## config.mk

```make
export PLATFORM = sky130hd
export DESIGN_NAME = srctl_top
export DESIGN_NICKNAME = d
export VERILOG_FILES = /design/src/common/srctl_pkg.sv /design/src/common/srctl_clr_if.sv /design/src/hw/srctl_clear_walk.sv /design/src/hw/srctl_top.sv
export SDC_FILE = /design/constraint.sdc
export NUM_CORES = 1
export LEC_CHECK = 0
export BUFFER_PORTS_ARGS = -buffer_cell sky130_fd_sc_hd__clkbuf_2
export CORE_MARGIN = 2
export CORE_UTILIZATION = 54
export DETAILED_ROUTE_END_ITERATION = 6
export GPL_ROUTABILITY_DRIVEN = 0
export HOLD_SLACK_MARGIN = 0.02
export PLACE_DENSITY = 0.85
export SYNTH_ARGS = -nofsm -noshare
export SYNTH_HDL_FRONTEND = slang
export SYNTH_SLANG_ARGS = --single-unit
```

## constraint.sdc

```tcl
create_clock -name mclk -period 3.1 [get_ports mclk]
set_input_delay 0.31 -clock mclk [delete_from_list [all_inputs] [get_ports mclk]]
set_output_delay 0.31 -clock mclk [all_outputs]
set_load 0.005 [all_outputs]
```

## src/common/srctl_pkg.sv

```systemverilog
/*
 Constants for the soft reset control block: register offset, field
 positions, reset values and timing counts.
 Assumes a byte-wide register port driven by a control-port front end.
*/
package srctl_pkg;
  localparam logic [7:0] SRCTL_OFS = 8'h01;
  localparam int MOD_BIT = 4;
  localparam int DEF_BIT = 0;
  localparam logic [7:0] SRCTL_RST = 8'h00;
  localparam int COEF_WORDS = 256;
  localparam int MOD_PULSE_NS = 200;
  localparam int CLK_NS = 50;
  localparam int MOD_PULSE_CYC = (MOD_PULSE_NS + CLK_NS - 1) / CLK_NS;
  localparam int DEF_PULSE_CYC = 1;
  typedef enum {SR_IDLE, SR_MOD, SR_CLEAR, SR_DEF} srctl_state_t;
endpackage

```

## src/common/srctl_clr_if.sv

```systemverilog
/*
 Interface between the reset sequencer and its coefficient clear walker.
 Assumes both sides share mclk.
*/
`timescale 1ns/1ns
`default_nettype none
interface srctl_clr_if #(parameter int AW = 8);
  logic start;
  logic busy;
  logic [AW-1:0] addr;
  logic wr;
  modport seq (output start, input busy, input addr, input wr);
  modport walk (input start, output busy, output addr, output wr);
endinterface
`default_nettype wire

```

## src/hw/srctl_clear_walk.sv

```systemverilog
/*
 Walks every coefficient memory address once, issuing a zero write each
 cycle, after a start pulse. Assumes start only while idle.
*/
`timescale 1ns/1ns
`default_nettype none
module srctl_clear_walk #(
  parameter int WORDS = srctl_pkg::COEF_WORDS,
  parameter int AW = 8
) (
  input wire logic mclk,
  input wire logic rst,
  srctl_clr_if.walk c
);
  import srctl_pkg::*;
  logic busy_q;
  logic [AW-1:0] addr_q;
  logic last;
  assign last = (addr_q == AW'(WORDS - 1));
  always_ff @(posedge mclk or posedge rst) begin
    if (rst) begin
      busy_q <= 1'b0;
      addr_q <= '0;
    end else if (c.start) begin
      busy_q <= 1'b1;
      addr_q <= '0;
    end else if (busy_q) begin
      busy_q <= !last;
      addr_q <= last ? '0 : addr_q + 1'b1;
    end
  end
  assign c.busy = busy_q;
  assign c.addr = addr_q;
  assign c.wr = busy_q;
endmodule // srctl_clear_walk
`default_nettype wire

```

## src/hw/srctl_top.sv

```systemverilog
/*
 Soft reset control register and its sequencer. Produces reset pulses to
 the filter, converters, processor and mode registers, and clears the
 coefficient memory after a module reset.
 Assumes a control-port front end presenting byte writes and reads on
 mclk, and a standby level from the power logic on the same clock.
*/
`timescale 1ns/1ns
`default_nettype none
module srctl_top #(
  parameter int WORDS = srctl_pkg::COEF_WORDS,
  parameter int AW = 8
) (
  input wire logic mclk,
  input wire logic rst,
  input wire logic [7:0] reg_addr,
  input wire logic [7:0] reg_wdata,
  input wire logic reg_wr,
  output logic [7:0] reg_rdata,
  input wire logic standby_request,
  output logic standby_active,
  output logic module_reset,
  output logic dsp_reset,
  output logic defaults_reset,
  output logic rom_select,
  output logic coef_clr_wr,
  output logic [AW-1:0] coef_clr_addr,
  output logic busy
);
  import srctl_pkg::*;

  ////////////////////////////////////////////////////////////////////////
  srctl_clr_if #(.AW(AW)) clr ();
  srctl_clear_walk #(.WORDS(WORDS), .AW(AW)) u_walk (
    .mclk(mclk),
    .rst(rst),
    .c(clr)
  );

  srctl_state_t st_q, st_d;
  logic [7:0] cnt_q, cnt_d;
  logic module_reset_trigger_q;
  logic register_defaults_trigger_q;
  logic rom_q;
  logic hit_wr;
  logic mod_req;
  logic def_req;

  ////////////////////////////////////////////////////////////////////////
  assign hit_wr = reg_wr && (reg_addr == SRCTL_OFS);
  // Reserved bits are not looked at, except bit 7, which sets the execution source
  assign mod_req = hit_wr && reg_wdata[MOD_BIT] && standby_request;
  assign def_req = hit_wr && reg_wdata[DEF_BIT];
  assign standby_active = standby_request;

  always_comb begin
    st_d = st_q;
    cnt_d = cnt_q;
    clr.start = 1'b0;
    case (st_q)
      SR_IDLE: begin
        // Module reset wins if both are written together in standby
        if (mod_req) begin
          st_d = SR_MOD;
          cnt_d = 8'(MOD_PULSE_CYC - 1);
        end else if (def_req) begin
          st_d = SR_DEF;
          cnt_d = 8'(DEF_PULSE_CYC - 1);
        end
      end
      SR_MOD: begin
        if (cnt_q == 8'h00) begin
          st_d = SR_CLEAR;
          clr.start = 1'b1;
        end else begin
          cnt_d = cnt_q - 8'h01;
        end
      end
      SR_CLEAR: begin
        if (!clr.busy) begin
          st_d = SR_IDLE;
        end
      end
      SR_DEF: begin
        if (cnt_q == 8'h00) begin
          st_d = SR_IDLE;
        end else begin
          cnt_d = cnt_q - 8'h01;
        end
      end
      default: st_d = SR_IDLE;
    endcase
  end

  always_ff @(posedge mclk or posedge rst) begin
    if (rst) begin
      st_q <= SR_IDLE;
      cnt_q <= 8'h00;
    end else begin
      st_q <= st_d;
      cnt_q <= cnt_d;
    end
  end

  ////////////////////////////////////////////////////////////////////////
  // Trigger bits mirror the sequence; they drop by themselves when done
  always_ff @(posedge mclk or posedge rst) begin
    if (rst) begin
      module_reset_trigger_q <= SRCTL_RST[MOD_BIT];
      register_defaults_trigger_q <= SRCTL_RST[DEF_BIT];
    end else begin
      module_reset_trigger_q <= (st_d == SR_MOD) ||
        (st_d == SR_CLEAR);
      register_defaults_trigger_q <= (st_d == SR_DEF);
    end
  end

  // Execution source: back to ROM on a defaults reset; data memory kept
  always_ff @(posedge mclk or posedge rst) begin
    if (rst) begin
      rom_q <= 1'b1;
    end else if (st_q == SR_DEF) begin
      rom_q <= 1'b1;
    end else if (hit_wr && !reg_wdata[DEF_BIT] && reg_wdata[7]) begin
      rom_q <= 1'b0;
    end
  end

  assign module_reset = (st_q == SR_MOD);
  assign dsp_reset = (st_q == SR_MOD) || (st_q == SR_CLEAR);
  assign defaults_reset = (st_q == SR_DEF);
  assign rom_select = rom_q;
  assign coef_clr_wr = clr.wr;
  assign coef_clr_addr = clr.addr;
  assign busy = (st_q != SR_IDLE);
  // Reserved bits read 0; a refused module trigger never shows
  assign reg_rdata = {3'h0, module_reset_trigger_q, 3'h0,
    register_defaults_trigger_q};

  ////////////////////////////////////////////////////////////////////////
  property p_mod_stby;
    @(posedge mclk) disable iff (rst)
      (st_q == SR_IDLE && hit_wr && reg_wdata[MOD_BIT] && !standby_request)
      |=> !module_reset;
  endproperty
  a_mod_stby: assert property (p_mod_stby)
    else $error("mod reset outside stby");

  property p_mod_len;
    @(posedge mclk) disable iff (rst)
      $rose(module_reset) |-> module_reset [*4] ##1 !module_reset;
  endproperty
  a_mod_len: assert property (p_mod_len)
    else $error("module pulse length");

  property p_clear_follows;
    @(posedge mclk) disable iff (rst)
      $fell(module_reset) |-> coef_clr_wr && coef_clr_addr == '0;
  endproperty
  a_clear_follows: assert property (p_clear_follows)
    else $error("no clear");

  property p_mod_selfclr;
    @(posedge mclk) disable iff (rst)
      $rose(reg_rdata[MOD_BIT]) |-> ##[1:300] !reg_rdata[MOD_BIT];
  endproperty
  a_mod_selfclr: assert property (p_mod_selfclr)
    else $error("trigger stuck");

  property p_def_pulse;
    @(posedge mclk) disable iff (rst)
      (st_q == SR_IDLE && def_req && !mod_req)
      |=> defaults_reset ##1 !defaults_reset;
  endproperty
  a_def_pulse: assert property (p_def_pulse)
    else $error("defaults pulse");

  property p_rom;
    @(posedge mclk) disable iff (rst)
      defaults_reset |=> rom_select;
  endproperty
  a_rom: assert property (p_rom)
    else $error("not back to ROM");

  property p_def_selfclr;
    @(posedge mclk) disable iff (rst)
      reg_rdata[DEF_BIT] |=> !reg_rdata[DEF_BIT];
  endproperty
  a_def_selfclr: assert property (p_def_selfclr)
    else $error("defaults stuck");

  property p_rsvd;
    @(posedge mclk) disable iff (rst)
      (!busy && hit_wr && !reg_wdata[MOD_BIT] && !reg_wdata[DEF_BIT])
      |=> !busy && reg_rdata == 8'h00;
  endproperty
  a_rsvd: assert property (p_rsvd)
    else $error("reserved bits acted on");
endmodule // srctl_top
`default_nettype wire

```

==> impl_results.md <==
- FP Rows: 22
- Diodes inserted: 0
- Commonest cells after routing, fill and taps aside: dfrtp_1, conb_1, clkbuf_2
- Initial Util: 0.5732
- Pwr dens: 480.4 nW/µm²
- Period utilisation layout: 0.7898
- R2R Path End: cnt_q[5]
- Reg2reg start: st_q[0]
- Worst Setup Start Kind: register
- Worst path buffer plus inverter count: 0
- Hpwl dp: 2802 µm
- CTS tree: built
- RSZ-0062 raised after global routing: false
- Worst Path Required: 3.28 ns
- FILL cells: a little over 300
- Mapped Cells: 187
- Aggregate global-route resource usage: 0.2051
- WL final: 3985 µm
- Top FF cell, synth: dfrtp_1
- Relative slew slack: 0.3063
- CTS buffer count: 5
- Non-Filler Instances: 299
- Die Width: 67.04 µm
- Actual slew at the worst max-slew pin: 1.039 ns
- VDD IR max: 0.3144 mV
- Pleak: 1.231 nW
- Clock slew at reported path FFs: 0.09 ns
- Post-synth cell types: 44
- Core Area: 3744 µm²
- Via density per instance: between 5 and 6
- Tightest Hold Check Type: input port to asynchronous set/reset pin
- Initial antenna violation count: 0
- Post-route ant nets: 0
- Detailed Routing Iterations Pass 1: 4
- Hold Buf Count CTS: 0
- Gr ovfl total: 0
- Area grow syn2layout: 18.31%
- Commonest non-fill, non-tap cell in the layout: dfrtp_1
- CP endpoint kind: register
- Critical-path cell list: or4b_4 > nor4_4 > o211ai_2 > or4_1 > mux2_1
- Uppermost layer routed: met4
- Number of DRC markers in iteration 0: 169
- Inst Count DP: 291
- Slew Limit Fails: 0
- Mapped cell area: around 2100 µm²
- Setup CP Type: register to register
- Residual DRC: 0
- Worst-Skew Late Latency: approximately 0.30 ns
- Worst Reg2Reg Path Length in Cells: 5
- CP Max Fanout: 9
- M1 wire length: 1566 µm
- Pin count of the biggest net entering global routing: between 50 and 60
- Post-layout min period: 2.449 ns
- Post-Syn Area per Cell: 11.47 µm²
- Post-CTS setup buffers: 0
- Nets: 272
- Clock buffer depth: 2
- Seq cells post-synth: 52
- DIE AREA: around 4500 µm²
- Register area share after synthesis: 0.6070
- Resize count post-CTS: 0
- I/O pins: 43
- DR WL/cell: 13.33 µm
- Yosys synthesis warning count: 0
- Met2 wire length: 2049 µm
- Count of final setup violators: 0
- PortBufs: 31
- EDFF count, synth: 0
- TNS Setup: 0 ns
- Met3 wire len: around 300 µm
- Share of cells above drive strength 1: 0.2151
- First-pass GRT wire length: 6762 µm
- Async SR Flop Fraction: 1.000
- Die Y: 67.04 µm
- CTS root buf: clkbuf_8
- Crit path max-delay family: simple AND/OR/NAND/NOR gates
- Outcome: complete, no violations
- Max_cap viols: 0
- R2r setup slk: 0.65 ns
- Maximum clock frequency: 0.4084 GHz
- Slowest-stage cell, CP: or4b_4
- Final hold vios: 0
- Clock skew: 0.004874 ns
- Vias in the first global route: 1523
- Critical path arrival: 2.63 ns
- Max incr delay on CP: between 0.5 and 0.6 ns
- Routed vias: 1615
- Sinks on Clock Net: 52
- H-tree levels: 2
Yosys cell counts, types with 3 or more instances:
| library cell | count | area share |
|---|---|---|
| a21oi_1 | 10 | 0.023 |
| buf_4 | 9 | 0.031 |
| dfrtp_1 | 51 | 0.59 |
| inv_1 | 7 | 0.012 |
| mux2_2 | 3 | 0.016 |
| nand2_1 | 8 | 0.014 |
| nand2b_1 | 3 | 0.0087 |
| nand3_1 | 5 | 0.012 |
| nand4_1 | 7 | 0.020 |
| nor2_1 | 16 | 0.028 |
| nor3_1 | 6 | 0.014 |
| nor4_1 | 9 | 0.026 |
| o21ai_0 | 13 | 0.030 |
| xor2_1 | 3 | 0.012 |
per-stage QoR:
| stage | worst slack (ns) | hold slack, ns | utilization | power (W) | area, µm² |
|---|---|---|---|---|---|
| CTS | 0.6480 | 0.2775 | 0.6781 | 0.001232 | 2539 |
| floorplan | 0.8462 | 0.4708 | - | 0.0007454 | 2277 |
| detailed placement | 0.6436 | 0.5079 | 0.6457 | 0.0007571 | 2417 |
| global route | 0.5096 | 0.3205 | 0.6781 | 0.001277 | 2539 |
| global placement | 0.6790 | 0.4958 | 0.6457 | 0.0007539 | 2417 |
| finish | 0.6515 | 0.2358 | 0.6781 | 0.001220 | 2539 |
per-layer routing:
metal | vias up | track usage
met5 | - | 0
met4 | 0 | 0.07908
met3 | 8 | 0.05574
met2 | 74 | 0.3577
met1 | 782 | 0.2380
li1 | 751 | -
flip-flops by register name, indices dropped and copies added, names as in the netlist:
register	count
cnt_q	8
st_q	32
u_walk.c.busy	1
register_defaults_trigger_q	1
rom_select	1
module_reset_trigger_q	1
u_walk.c.addr	8
layout make-up:
class / instances / area (µm²) / share of cell area
clock inverters: 2 / 38.79 / 0.01528
inverters: 8 / 30.03 / 0.01183
repair buffers: 32 / 162.7 / 0.06407
flip-flops and latches: 52 / 1303 / 0.5131
clock buffers: 6 / 82.58 / 0.03253
well taps: 48 / 60.06 / 0.02366
multi-input cells: 151 / 862.1 / 0.3396
where the power goes:
part           switching, W  internal [W]
logic             0.0000276     0.0000115
clock network      0.000213      0.000264
registers        0.00000593      0.000698
total              0.000246      0.000974
how the worst max path moves through the flow:
stage	start	to	slack, ns	cells after the start
6_report	st_q[0]	cnt_q[5]	0.65	5
5_1_grt	cnt_q[0]	cnt_q[6]	0.51	8
4_1_cts	st_q[0]	cnt_q[5]	0.65	5
3_5_place_dp	reg_addr[2]	cnt_q[5]	0.64	6
3_3_place_gp	reg_addr[2]	cnt_q[5]	0.68	6
2_1_floorplan	st_q[0]	cnt_q[5]	0.85	6
cell families after synthesis:
group,after synthesis,share of synthesized area
flops,52,0.6070
fa+ha+maj,2,0.01166
xor+xnor,5,0.02041
mux,4,0.02099
simple gates,73,0.2012
other cells,1,0.001748
buf+inv,19,0.05247
compound gates,31,0.08456
(Power assumes the default switching activity.)
